`src/cst_pkg.sv`:
```
// Constants, field layout and types shared by the converter status logic.
package cst_pkg;

    // ------------------------------------------------------------------
    // Command byte layout
    // ------------------------------------------------------------------
    localparam int             CMD_WEN_BIT = 7;
    localparam int             CMD_RW_BIT  = 6;
    localparam int             SEL_W       = 6;

    // ------------------------------------------------------------------
    // Register selects
    // ------------------------------------------------------------------
    localparam logic [5:0]     STATUS_SEL  = 6'h00;
    localparam logic [5:0]     DATA_SEL    = 6'h02;

    // ------------------------------------------------------------------
    // Status register layout and reset values
    // ------------------------------------------------------------------
    localparam int             RDY_BIT      = 7;
    localparam int             ERR_BIT      = 6;
    localparam int             RSVD_BIT     = 5;
    localparam int             POR_BIT      = 4;
    localparam int             CH_W         = 4;
    localparam logic [7:0]     STATUS_RESET = 8'h10;
    localparam logic           RDY_RESET    = STATUS_RESET[RDY_BIT];
    localparam logic           ERR_RESET    = STATUS_RESET[ERR_BIT];
    localparam logic           POR_RESET    = STATUS_RESET[POR_BIT];
    localparam logic [3:0]     CH_RESET     = STATUS_RESET[3:0];
    localparam logic           RSVD_VALUE   = 1'b0;

    // ------------------------------------------------------------------
    // Data widths
    // ------------------------------------------------------------------
    localparam int             RESULT_W     = 16;
    localparam int             ERR_W        = 8;
    localparam logic [15:0]    RESULT_RESET = 16'h0000;

    // ------------------------------------------------------------------
    // Timing
    // ------------------------------------------------------------------
    localparam int             REF_CLK_PERIOD_NS = 40;
    localparam int             MCLK_PERIOD_NS    = 40;
    localparam int             WARN_MCLK_CYCLES  = 4;
    localparam int             WARN_CYCLES_INT   =
        (WARN_MCLK_CYCLES * MCLK_PERIOD_NS + REF_CLK_PERIOD_NS - 1)
        / REF_CLK_PERIOD_NS;
    localparam logic [2:0]     WARN_CYCLES       = 3'(WARN_CYCLES_INT);
    localparam logic [2:0]     WARN_IDLE         = 3'h0;
    localparam logic [2:0]     WARN_LAST         = 3'h1;

    // ------------------------------------------------------------------
    // Types
    // ------------------------------------------------------------------
    typedef enum logic [0:0] {
        RD_IDLE,
        RD_BUSY
    } cst_rd_state_type;

endpackage

```
`src/cst_sync2.sv`:
```
// Two-flop synchroniser for one level arriving from a pin.
`timescale 1ns/1ns
module cst_sync2
    import cst_pkg::*;
#(
    parameter logic RESET_VAL = 1'b1
) (
    input  wire logic ref_clk,   // Core clock.
    input  wire logic resetn,    // Asynchronous reset, active low.
    input  wire logic clk_en,    // Freezes the flops while low.
    input  wire logic async_in,  // Level from outside the clock domain.
    output logic      sync_out   // Level safe to read in the domain.
);

    logic meta_r;
    logic sync_r;

    // ------------------------------------------------------------------
    // Synchroniser stages
    // ------------------------------------------------------------------
    // The first stage is read by the second stage only.
    always_ff @(posedge ref_clk or negedge resetn) begin
        if (!resetn) begin
            meta_r <= RESET_VAL;
            sync_r <= RESET_VAL;
        end else if (clk_en) begin
            meta_r <= async_in;
            sync_r <= meta_r;
        end
    end

    assign sync_out = sync_r;

endmodule

```
`src/cst_result_store.sv`:
```
// Data register holding the last conversion result and its channel.
`timescale 1ns/1ns
module cst_result_store
    import cst_pkg::*;
(
    input  wire logic                ref_clk,   // Core clock.
    input  wire logic                resetn,    // Asynchronous reset, low.
    input  wire logic                clk_en,    // Freezes state while low.
    input  wire logic                wr_en,     // Commit a new result.
    input  wire logic [RESULT_W-1:0] wr_data,   // Result to store.
    input  wire logic [CH_W-1:0]     wr_chan,   // Channel of that result.
    input  wire logic                rd_en,     // Fetch stored result.
    output logic      [RESULT_W-1:0] rd_data,   // Registered read data.
    output logic      [CH_W-1:0]     chan       // Channel of stored result.
);

    logic [RESULT_W-1:0] data_r;
    logic [CH_W-1:0]     chan_r;
    logic [RESULT_W-1:0] rd_data_r;

    // ------------------------------------------------------------------
    // Storage and registered read port
    // ------------------------------------------------------------------
    // A read in the same cycle as a write returns the older value.
    always_ff @(posedge ref_clk or negedge resetn) begin
        if (!resetn) begin
            data_r    <= RESULT_RESET;
            chan_r    <= CH_RESET;
            rd_data_r <= RESULT_RESET;
        end else if (clk_en) begin
            if (wr_en) begin
                data_r <= wr_data;
                chan_r <= wr_chan;
            end
            if (rd_en) begin
                rd_data_r <= data_r;
            end
        end
    end

    assign rd_data = rd_data_r;
    assign chan    = chan_r;

endmodule

```
`src/cst_status_top.sv`:
```
// Converter status register, data-ready pin and result hand-off logic.
//
// Overview of operation
// - Committing a new conversion result drives the ready bit to 0.
// - A calibration coefficient write also drives the ready bit to 0.
// - A data register read returns the ready bit to 1; other reads do not.
// - Idle or standby entry, calibration start and conversion start set 1.
// - A falling restart pin sets the ready bit to 1 if the data is unread.
// - The ready bit goes to 1 four modulator cycles before a result commit.
// - A result that lands during a data register read is dropped whole.
// - The data-ready pin is low while the ready bit is 0, high otherwise.
// - The error bit is the OR of all error register bits, self-clearing.
// - The error bit is mirrored to the sample queue status register.
// - The power-on flag is 1 after any reset, its reset value being 1.
// - A host read of the status register clears the power-on flag.
// - The channel field names the channel of the stored result.
// - The channel field is the plain binary channel index 0 to 15.
// - Status sits at select 0x00, resets to 0x10, is read-only, bit 5 is 0.
`timescale 1ns/1ns
module cst_status_top
    import cst_pkg::*;
(
    input  wire logic                ref_clk,         // Core clock, 25 MHz.
    input  wire logic                resetn,          // Power-on reset, low.
    input  wire logic                clk_en,          // Freezes all state.
    input  wire logic                cmd_valid,       // Command byte strobe.
    input  wire logic [7:0]          cmd_byte,        // Command byte.
    input  wire logic                read_done,       // Read transfer over.
    input  wire logic                result_valid,    // New result strobe.
    input  wire logic [RESULT_W-1:0] result_data,     // New result value.
    input  wire logic [CH_W-1:0]     result_channel,  // Channel of result.
    input  wire logic                cal_coeff_write, // Coefficients stored.
    input  wire logic                cal_start,       // Calibration begins.
    input  wire logic                idle_entry,      // Idle or standby.
    input  wire logic                conv_start,      // Conversion begins.
    input  wire logic                restart_n,       // Restart pin, low.
    input  wire logic [ERR_W-1:0]    error_bits,      // Error register.
    output logic                     data_ready_n,    // Data-ready pin.
    output logic      [7:0]          status_rdata,    // Status read data.
    output logic                     status_rvalid,   // Status data pulse.
    output logic      [RESULT_W-1:0] data_rdata,      // Data read data.
    output logic                     data_rvalid,     // Data read pulse.
    output logic                     read_active,     // Data read running.
    output logic                     fifo_ctrl_err,   // Error to queue.
    output logic                     result_dropped   // Result lost pulse.
);

    // ------------------------------------------------------------------
    // Declarations
    // ------------------------------------------------------------------
    cst_rd_state_type    rd_state_r;
    cst_rd_state_type    rd_state_nxt;
    logic                conversion_ready_n_r;
    logic                conversion_ready_n_nxt;
    logic                por_flag_r;
    logic                err_agg_r;
    logic                unread_r;
    logic                unread_nxt;
    logic [2:0]          warn_cnt_r;
    logic [2:0]          warn_cnt_nxt;
    logic [RESULT_W-1:0] hold_data_r;
    logic [CH_W-1:0]     hold_chan_r;
    logic                restart_q;
    logic                restart_prev_r;
    logic [7:0]          status_rdata_r;
    logic                status_rvalid_r;
    logic                data_rd_pend_r;
    logic                result_dropped_r;
    logic [RESULT_W-1:0] store_rd_data;
    logic [CH_W-1:0]     result_channel_index;
    logic                data_ready_n_r;

    // ------------------------------------------------------------------
    // Command decode
    // ------------------------------------------------------------------
    // Only a command byte that opens with a 0 is acted upon.
    wire             cmd_allowed   = cmd_valid
                                   & ~cmd_byte[CMD_WEN_BIT];
    wire             cmd_is_read   = cmd_byte[CMD_RW_BIT];
    wire [SEL_W-1:0] register_select = cmd_byte[SEL_W-1:0];
    wire             status_read   = cmd_allowed & cmd_is_read
                                   & (register_select == STATUS_SEL);
    wire             data_read     = cmd_allowed & cmd_is_read
                                   & (register_select == DATA_SEL);
    // Writes to the status select are accepted by framing but change nothing.
    wire             reading_data  = (rd_state_r == RD_BUSY);

    // ------------------------------------------------------------------
    // Result commit timing
    // ------------------------------------------------------------------
    // The countdown runs while a result waits to be committed.
    wire warn_running  = (warn_cnt_r != WARN_IDLE);
    wire commit_due    = (warn_cnt_r == WARN_LAST) & ~result_valid;
    wire commit_abort  = commit_due & (reading_data | data_read);
    wire commit_write  = commit_due & ~commit_abort;

    // ------------------------------------------------------------------
    // Restart pin edge
    // ------------------------------------------------------------------
    wire restart_fall  = restart_prev_r & ~restart_q;

    // ------------------------------------------------------------------
    // Status byte as seen by the host
    // ------------------------------------------------------------------
    wire [7:0] status_word = {conversion_ready_n_r,
                              err_agg_r,
                              RSVD_VALUE,
                              por_flag_r,
                              result_channel_index};

    // ------------------------------------------------------------------
    // Synchroniser for the restart pin
    // ------------------------------------------------------------------
    cst_sync2 #(
        .RESET_VAL (1'b1)
    ) u_restart_sync (
        .ref_clk  (ref_clk),
        .resetn   (resetn),
        .clk_en   (clk_en),
        .async_in (restart_n),
        .sync_out (restart_q)
    );

    // ------------------------------------------------------------------
    // Data register
    // ------------------------------------------------------------------
    cst_result_store u_store (
        .ref_clk (ref_clk),
        .resetn  (resetn),
        .clk_en  (clk_en),
        .wr_en   (commit_write),
        .wr_data (hold_data_r),
        .wr_chan (hold_chan_r),
        .rd_en   (data_read),
        .rd_data (store_rd_data),
        .chan    (result_channel_index)
    );

    // ------------------------------------------------------------------
    // Countdown before a commit
    // ------------------------------------------------------------------
    // A fresh result restarts the countdown; a newer one replaces the old.
    always_comb begin
        warn_cnt_nxt = warn_cnt_r;
        if (result_valid) begin
            warn_cnt_nxt = WARN_CYCLES;
        end else if (warn_running) begin
            warn_cnt_nxt = warn_cnt_r - 3'h1;
        end
    end

    // ------------------------------------------------------------------
    // Data read tracking
    // ------------------------------------------------------------------
    // The read stays open from its command until framing reports the end.
    always_comb begin
        rd_state_nxt = rd_state_r;
        unique case (rd_state_r)
            RD_IDLE: begin
                if (data_read) begin
                    rd_state_nxt = RD_BUSY;
                end
            end
            RD_BUSY: begin
                if (read_done) begin
                    rd_state_nxt = RD_IDLE;
                end
            end
        endcase
    end

    // ------------------------------------------------------------------
    // Unread-data tracking
    // ------------------------------------------------------------------
    // A commit in the same cycle as a read command cannot happen, since
    // the read aborts it.
    always_comb begin
        unread_nxt = unread_r;
        if (commit_write) begin
            unread_nxt = 1'b1;
        end else if (data_read) begin
            unread_nxt = 1'b0;
        end else if (restart_fall) begin
            unread_nxt = 1'b0;
        end
    end

    // ------------------------------------------------------------------
    // Conversion-ready indicator
    // ------------------------------------------------------------------
    // New data beats every event that would mark the data not ready.
    always_comb begin
        conversion_ready_n_nxt = conversion_ready_n_r;
        if (commit_write) begin
            conversion_ready_n_nxt = 1'b0;
        end else if (cal_coeff_write) begin
            conversion_ready_n_nxt = 1'b0;
        end else if (data_read) begin
            conversion_ready_n_nxt = 1'b1;
        end else if (idle_entry | cal_start | conv_start) begin
            conversion_ready_n_nxt = 1'b1;
        end else if (restart_fall & unread_r) begin
            conversion_ready_n_nxt = 1'b1;
        end else if (result_valid) begin
            conversion_ready_n_nxt = 1'b1;
        end
    end

    // ------------------------------------------------------------------
    // Core state registers
    // ------------------------------------------------------------------
    always_ff @(posedge ref_clk or negedge resetn) begin
        if (!resetn) begin
            rd_state_r           <= RD_IDLE;
            conversion_ready_n_r <= RDY_RESET;
            unread_r             <= 1'b0;
            warn_cnt_r           <= WARN_IDLE;
            restart_prev_r       <= 1'b1;
        end else if (clk_en) begin
            rd_state_r           <= rd_state_nxt;
            conversion_ready_n_r <= conversion_ready_n_nxt;
            unread_r             <= unread_nxt;
            warn_cnt_r           <= warn_cnt_nxt;
            restart_prev_r       <= restart_q;
        end
    end

    // ------------------------------------------------------------------
    // Pending result holding registers
    // ------------------------------------------------------------------
    always_ff @(posedge ref_clk or negedge resetn) begin
        if (!resetn) begin
            hold_data_r <= RESULT_RESET;
            hold_chan_r <= CH_RESET;
        end else if (clk_en && result_valid) begin
            hold_data_r <= result_data;
            hold_chan_r <= result_channel;
        end
    end

    // ------------------------------------------------------------------
    // Power-on flag and aggregate error
    // ------------------------------------------------------------------
    // Reset itself is the power-on event, so no set term is needed here.
    always_ff @(posedge ref_clk or negedge resetn) begin
        if (!resetn) begin
            por_flag_r <= POR_RESET;
            err_agg_r  <= ERR_RESET;
        end else if (clk_en) begin
            if (status_read) begin
                por_flag_r <= 1'b0;
            end
            err_agg_r <= |error_bits;
        end
    end

    // ------------------------------------------------------------------
    // Host read data and pin outputs
    // ------------------------------------------------------------------
    // The status snapshot is taken before the read clears the flag.
    always_ff @(posedge ref_clk or negedge resetn) begin
        if (!resetn) begin
            status_rdata_r   <= STATUS_RESET;
            status_rvalid_r  <= 1'b0;
            data_rd_pend_r   <= 1'b0;
            result_dropped_r <= 1'b0;
            data_ready_n_r   <= RDY_RESET;
        end else if (clk_en) begin
            if (status_read) begin
                status_rdata_r <= status_word;
            end
            status_rvalid_r  <= status_read;
            data_rd_pend_r   <= data_read;
            result_dropped_r <= commit_abort;
            data_ready_n_r   <= conversion_ready_n_nxt;
        end
    end

    // ------------------------------------------------------------------
    // Output assignments
    // ------------------------------------------------------------------
    // The error mirror and read flag are flops; the pin tracks the bit.
    assign data_ready_n   = data_ready_n_r;
    assign status_rdata   = status_rdata_r;
    assign status_rvalid  = status_rvalid_r;
    assign data_rdata     = store_rd_data;
    assign data_rvalid    = data_rd_pend_r;
    assign read_active    = (rd_state_r == RD_BUSY);
    assign fifo_ctrl_err  = err_agg_r;
    assign result_dropped = result_dropped_r;

endmodule

```
`config.mk`:
```
export PLATFORM = sky130hd
export DESIGN_NAME = cst_status_top
export DESIGN_NICKNAME = d
export VERILOG_FILES = /design/src/cst_pkg.sv /design/src/cst_sync2.sv /design/src/cst_result_store.sv /design/src/cst_status_top.sv
export SDC_FILE = /design/constraint.sdc
export NUM_CORES = 1
export LEC_CHECK = 0
export ABC_AREA = 0
export BUFFER_PORTS_ARGS = -buffer_cell sky130_fd_sc_hd__buf_4
export CAP_MARGIN = 5
export CORE_MARGIN = 1.5
export CORE_UTILIZATION = 30
export CTS_BUF_LIST = sky130_fd_sc_hd__clkbuf_4 sky130_fd_sc_hd__clkbuf_8
export DETAILED_ROUTE_END_ITERATION = 6
export PLACE_DENSITY = 0.63
export RECOVER_POWER = 50
export SETUP_SLACK_MARGIN = 0.3
export SYNTH_ARGS = -nofsm -noshare
export SYNTH_HDL_FRONTEND = slang
export SYNTH_SLANG_ARGS = --single-unit
```
`constraint.sdc`:
```
create_clock -name ref_clk -period 1.7 [get_ports ref_clk]
set_input_delay 0.255 -clock ref_clk [delete_from_list [all_inputs] [get_ports ref_clk]]
set_output_delay 0.255 -clock ref_clk [all_outputs]
set_load 0.03 [all_outputs]
```
* Word level (Yosys, flattened, before mapping)
Cells that the tools add are included.
** Operators by class
- Divide/modulo/power cells :: 0
- Shift operators :: 0
- Bitwise operators :: 17
- $mul :: 0
- Muxes and demuxes :: 14
- Magnitude comparators :: 0
- Reductions and logical operators :: 13
- Equal/unequal tests :: 2
- Add/subtract/negate cells :: 1
** Operators with widths (number)
- AND reduction 2 bit :: 6
- two-way mux 1 bit :: 11
- bitwise AND 1 bit :: 9
- OR reduction 8 bit :: 1
- equality test 6 x 2 -> 1 bit, second input constant :: 1
- zero test 6 bit :: 1
- two-way mux 3 bit :: 2
- nonzero test 3 bit :: 2
- nonzero test 6 bit :: 1
- NOT 1 bit :: 5
- equality test 3 x 1 -> 1 bit, second input constant :: 1
- bitwise OR 1 bit :: 3
- subtractor 3 x 1 -> 3 bit, second input constant :: 1
- one-hot mux 1 bit (2 select lines) :: 1
- nonzero test 2 bit :: 1
- logical AND 1 bit :: 1
** Word-level totals
- Bits in writable memories :: 0
- Bits in latches :: 0
- Memories kept :: 0
- Memory bits (read-only) :: 0
- Logic and storage cells :: 65
- Output and inout bits :: 30
- Bits in registers :: 77

* Logic depth before layout (Yosys ltp)
- Depth in word-level cells :: 10
- Depth in mapped cells :: 7
- Mapped depth without buffers :: 6

* Modules after synthesis
Synthesis repeated with hierarchy kept, for this count alone.
** Unflattened totals
- Cells, all modules :: 208
- Area, all modules :: 3143.0 sq um
** By module, submodules not included
- cst_status_top :: seq. area each 979.7 sq um, cells an instance 127, times used 1, area an instance 1687.9 sq um
- cst_result_store :: seq. area each 900.9 sq um, cells an instance 77, times used 1, area an instance 1380.1 sq um
- cst_sync2 :: seq. area each 52.6 sq um, cells an instance 4, times used 1, area an instance 75.1 sq um

* Worst setup path before layout
No wires, ideal clock.
- Kind :: flip-flop to flip-flop
- From :: register warn_cnt_r[1]
- To :: register u_store.chan_r[0], in the netlist u_store.chan[0]
- Stages on the path, launching flop included :: 8
- Library setup time :: 125 ps
- Path slack :: -184 ps
- Buffers on the path :: 1
- Data required time :: 1575 ps
- Data arrival time :: 1759 ps
- Path through :: dfrtp_1 inv_1 ha_1 or4b_4 a31oi_4 nand2_2 buf_6 mux2_4
** Between the ends
- Cells in the longest elaborated chain, start to end :: 6
** RTL lines
- start: declaration :: RTL line cst_status_top.sv:59 : logic [2:0] warn_cnt_r;
- start signal: assignment :: RTL line cst_status_top.sv:223 : warn_cnt_r <= warn_cnt_nxt;
- equality test 3 x 1 -> 1 bit * :: RTL line cst_status_top.sv:93 : wire commit_due = (warn_cnt_r == WARN_LAST) & ~result_valid;
- bitwise AND 1 bit * :: RTL line cst_status_top.sv:93
- bitwise AND 1 bit :: RTL line cst_status_top.sv:94 : wire commit_abort = commit_due & (reading_data | data_read);
- NOT 1 bit :: RTL line cst_status_top.sv:95 : wire commit_write = commit_due & ~commit_abort;
- bitwise AND 1 bit * :: RTL line cst_status_top.sv:95
- AND reduction 2 bit (no source line) *
- end signal: assignment :: RTL line cst_result_store.sv:33 : chan_r <= wr_chan;
- end: declaration :: RTL line cst_result_store.sv:18 : logic [CH_W-1:0] chan_r;
Every way passes the cells marked *; elsewhere a longest branch is shown, timed or not.
A chain may end at the register's enable or synchronous reset.

* Worst setup path in the final report
- From :: register warn_cnt_r[1]
- To :: register u_store.data_r[6]
** Between the ends
- Cells in the longest elaborated chain, start to end :: 6
** RTL lines
- equality test 3 x 1 -> 1 bit * :: RTL line cst_status_top.sv:93
- bitwise AND 1 bit * :: RTL line cst_status_top.sv:93
- bitwise AND 1 bit :: RTL line cst_status_top.sv:94
- NOT 1 bit :: RTL line cst_status_top.sv:95
- bitwise AND 1 bit * :: RTL line cst_status_top.sv:95
- AND reduction 2 bit (no source line) *
- end signal: assignment :: RTL line cst_result_store.sv:32 : data_r <= wr_data;
- end: declaration :: RTL line cst_result_store.sv:17 : logic [RESULT_W-1:0] data_r;
Marks and branches as above.

==> impl_metrics.tcl <==
set metrics [dict create \
    worst_pin_slew_ns 1.05 \
    ir_drop_uv 577 \
    ant_nets 0 \
    syn_area_mm2 0.00317 \
    io_buffers 75 \
    finalClockSkew_ns 0.0120 \
    rsz0062_at_grt "yes" \
    dieWidth_um 106 \
    maxSlewViolCount 0 \
    postLayoutCoreUtil 0.419 \
    synth_cell_types 35 \
    hold_ws_ns 0.131 \
    power_w 0.00521 \
    maxSlewHeadroom 0.301 \
    grtUsageMet3 0.0390 \
    htreeDepth 3 \
    post_drt_wl_per_cell_um 13.9 \
    place.gp.congestion 0.707 \
    min_from "result_data[14]" \
    drive_above_1_share 0.625 \
    ctsLongestPathBuffers 2 \
    groute.usage.overall 0.117 \
    stdcell_count 443 \
    layout_commonest_cell "buf_4" \
    status "finished, violations left" \
    grt_use_met2 0.191 \
    criticalPathCategory "register to register" \
    final.min_clock_period_ns 1.95 \
    cp_data_arrival_time_ns 2.17 \
    clk_latency_ns 0.35 \
    period_share 1.15 \
    globalRouteOverflowTotal 0 \
    drc 0 \
    netlist.area_leader.share 0.568 \
    cp.required_ns 1.92 \
    crit_path_start_kind "register" \
    initial_utilization 0.308 \
    synth_area_leaders "dfrtp_1 57%, mux2_2 16%, mux2_4 9.5%, dfstp_2 4.1%, ha_1 1.2%" \
    drtPass1Iterations 4 \
    cts_tree "built" \
    crit_fanout 20 \
    yosysWarningCount 0 \
    dieArea_mm2 0.0112 \
    hp-class "input port to register" \
    fillers 960 \
    vias_per_cell 4.43 \
    numCtsBuffers 9 \
    leakagePower_nw 2.12 \
    grtUsageMet1 0.141 \
    cts.sinks 77 \
    drt-initial-drc-count 42 \
    syn2layout_area_growth_pct 35.9 \
    max_freq_ghz 0.512 \
    r2r_slack_ns -0.25 \
    clkTransAtPathRegs_ns 0.08 \
    yosysSeqAreaShare 0.610 \
    fp.dieH_um 106 \
    ys_ff_latch 77 \
    dp_cells 420 \
    fin_ws_ns -0.251 \
    r2r_start "warn_cnt_r[1]" \
    finalSetupViolations 21 \
    busiest_layer "met2" \
    routed-via-count 1963 \
    ctsRootBufferMaster "clkbuf_8" \
    antenna_cells 0 \
    synth_area_leader_cell "dfrtp_1" \
    maxCapViolCount 0 \
    hpwl_um 3990 \
    ios 77 \
    core_area_mm2 0.0103 \
    rows 37 \
    min_path_cells 2 \
    grt_max_degree 78 \
    hold_viol_final 0 \
    hold_path_end "hold_data_r[14]" \
    fin_nets 352 \
    antenna_found_initial 0 \
    syn-instance-count 207 \
    syn_avg_cell_area_um2 15.3 \
    grt_pass1_vias 2048 \
    final_area_mm2 0.00431 \
    p_per_area_mw_per_mm2 1210 \
    final_cell_mix "85 x buf_4, 71 x dfrtp_1, 45 x mux2_2" \
    reg2regPathDepth 7 \
    violations "negative setup slack" \
    critPathCaptureType "register" \
    grt_pass1_wl_um 10100 \
    placed_cell_area_mm2 0.00400 \
    rr_endpoint "u_store.data_r[6]" \
    drt-total-wl_um 6170 \
    synth_nets 257 \
]
[Yosys cell counts, drive strengths merged]
library cell   n
inv            6
nand2          8
a22o           2
nor2b          3
conb           1
dfrtp         72
o22ai          1
nor4           2
o41ai          1
clkbuf         5
a31oi          2
and2           2
and4bb         1
nor2           3
and3           1
nor3           2
mux2          67
or4b           1
a21boi         1
ha             3
dfstp          5
nand4          1
nor3b          3
o211ai         1
or4            1
a21oi          1
o21ai          7
buf            4
[per-layer routing]
layer,part of all wire,vias up
li1,-,917
met1,0.44,973
met2,0.48,62
met3,0.067,11
met4,0.016,0
met5,0,-
[sequential cells by signal (all words and copies together), names as in the netlist]
register,count
u_restart_sync.sync_out,1
data_rvalid,1
status_rdata,7
hold_chan_r,4
por_flag_r,1
warn_cnt_r,3
unread_r,1
status_rvalid,1
u_store.chan,4
u_store.rd_data,16
fifo_ctrl_err,1
hold_data_r,16
u_restart_sync.meta_r,1
data_ready_n,1
result_dropped,1
u_store.data_r,16
read_active,1
restart_prev_r,1
[stage by stage]
stage / setup WS (ns) / TNS [ns]
after global routing: -0.324 / -6.47
after detailed placement: -0.266 / -5.23
after CTS: -0.236 / -4.75
after global placement: -0.220 / -4.41
final: -0.251 / -5.01
after floorplan: -0.167 / -3.35
[how the worst max path moves through the flow]
stage,slack [ns],startpoint,cells past startpoint,endpoint
after floorplan,-0.17,warn_cnt_r[1],7,u_store.chan[0]
after global placement,-0.22,warn_cnt_r[1],7,u_store.data_r[0]
after detailed placement,-0.27,warn_cnt_r[1],7,u_store.data_r[10]
after CTS,-0.24,warn_cnt_r[1],7,u_store.data_r[6]
after global routing,-0.32,warn_cnt_r[1],7,u_store.data_r[6]
final,-0.25,warn_cnt_r[1],7,u_store.data_r[6]
[power by group]
group | switching (W) | internal [W] | leakage, nW
registers | 0.000214 | 0.00222 | 0.969
clock network | 0.000649 | 0.000898 | 0.113
logic | 0.000425 | 0.000798 | 1.04
[cells by family after synthesis]
logic type,count (synthesis),share of synthesized area
AOI/OAI and AO/OA,16,0.0363
adders and majority gates,3,0.0118
buffers and inverters,15,0.0241
DFF,77,0.610
muxes,67,0.262
other,1,0.00118
and+or+nand+nor,28,0.0549
[critical path, cell delays in order, from the launching register on]
cell     delay, ns
dfrtp_1       0.40
inv_2         0.08
ha_4          0.12
or4b_4        0.46
a31oi_4       0.19
nand2_2       0.09
buf_12        0.18
mux2_4        0.30
[area by class of cell]
| cell class | count | area (µm²) | area share |
|---|---|---|---|
| Timing Repair Buffer | 93 | 746 | 0.173 |
| Inverter | 6 | 25.0 | 0.00581 |
| Sequential cell | 77 | 1930 | 0.449 |
| Clock buffer | 12 | 153 | 0.0354 |
| Multi-Input combinational cell | 115 | 1210 | 0.280 |
| Tap cell | 136 | 170 | 0.0395 |
| Clock inverter | 4 | 72.6 | 0.0168 |
[repair_timing]
item,4_1_cts,5_1_grt
gates resized for setup,3,8
pin swaps,0,1
setup endpoints to repair,24,24
gates cloned,0,0
buffers inserted,3,3
endpoints found under the hold margin,72,0
hold buffers,1,0
(Power assumes the default switching activity.)
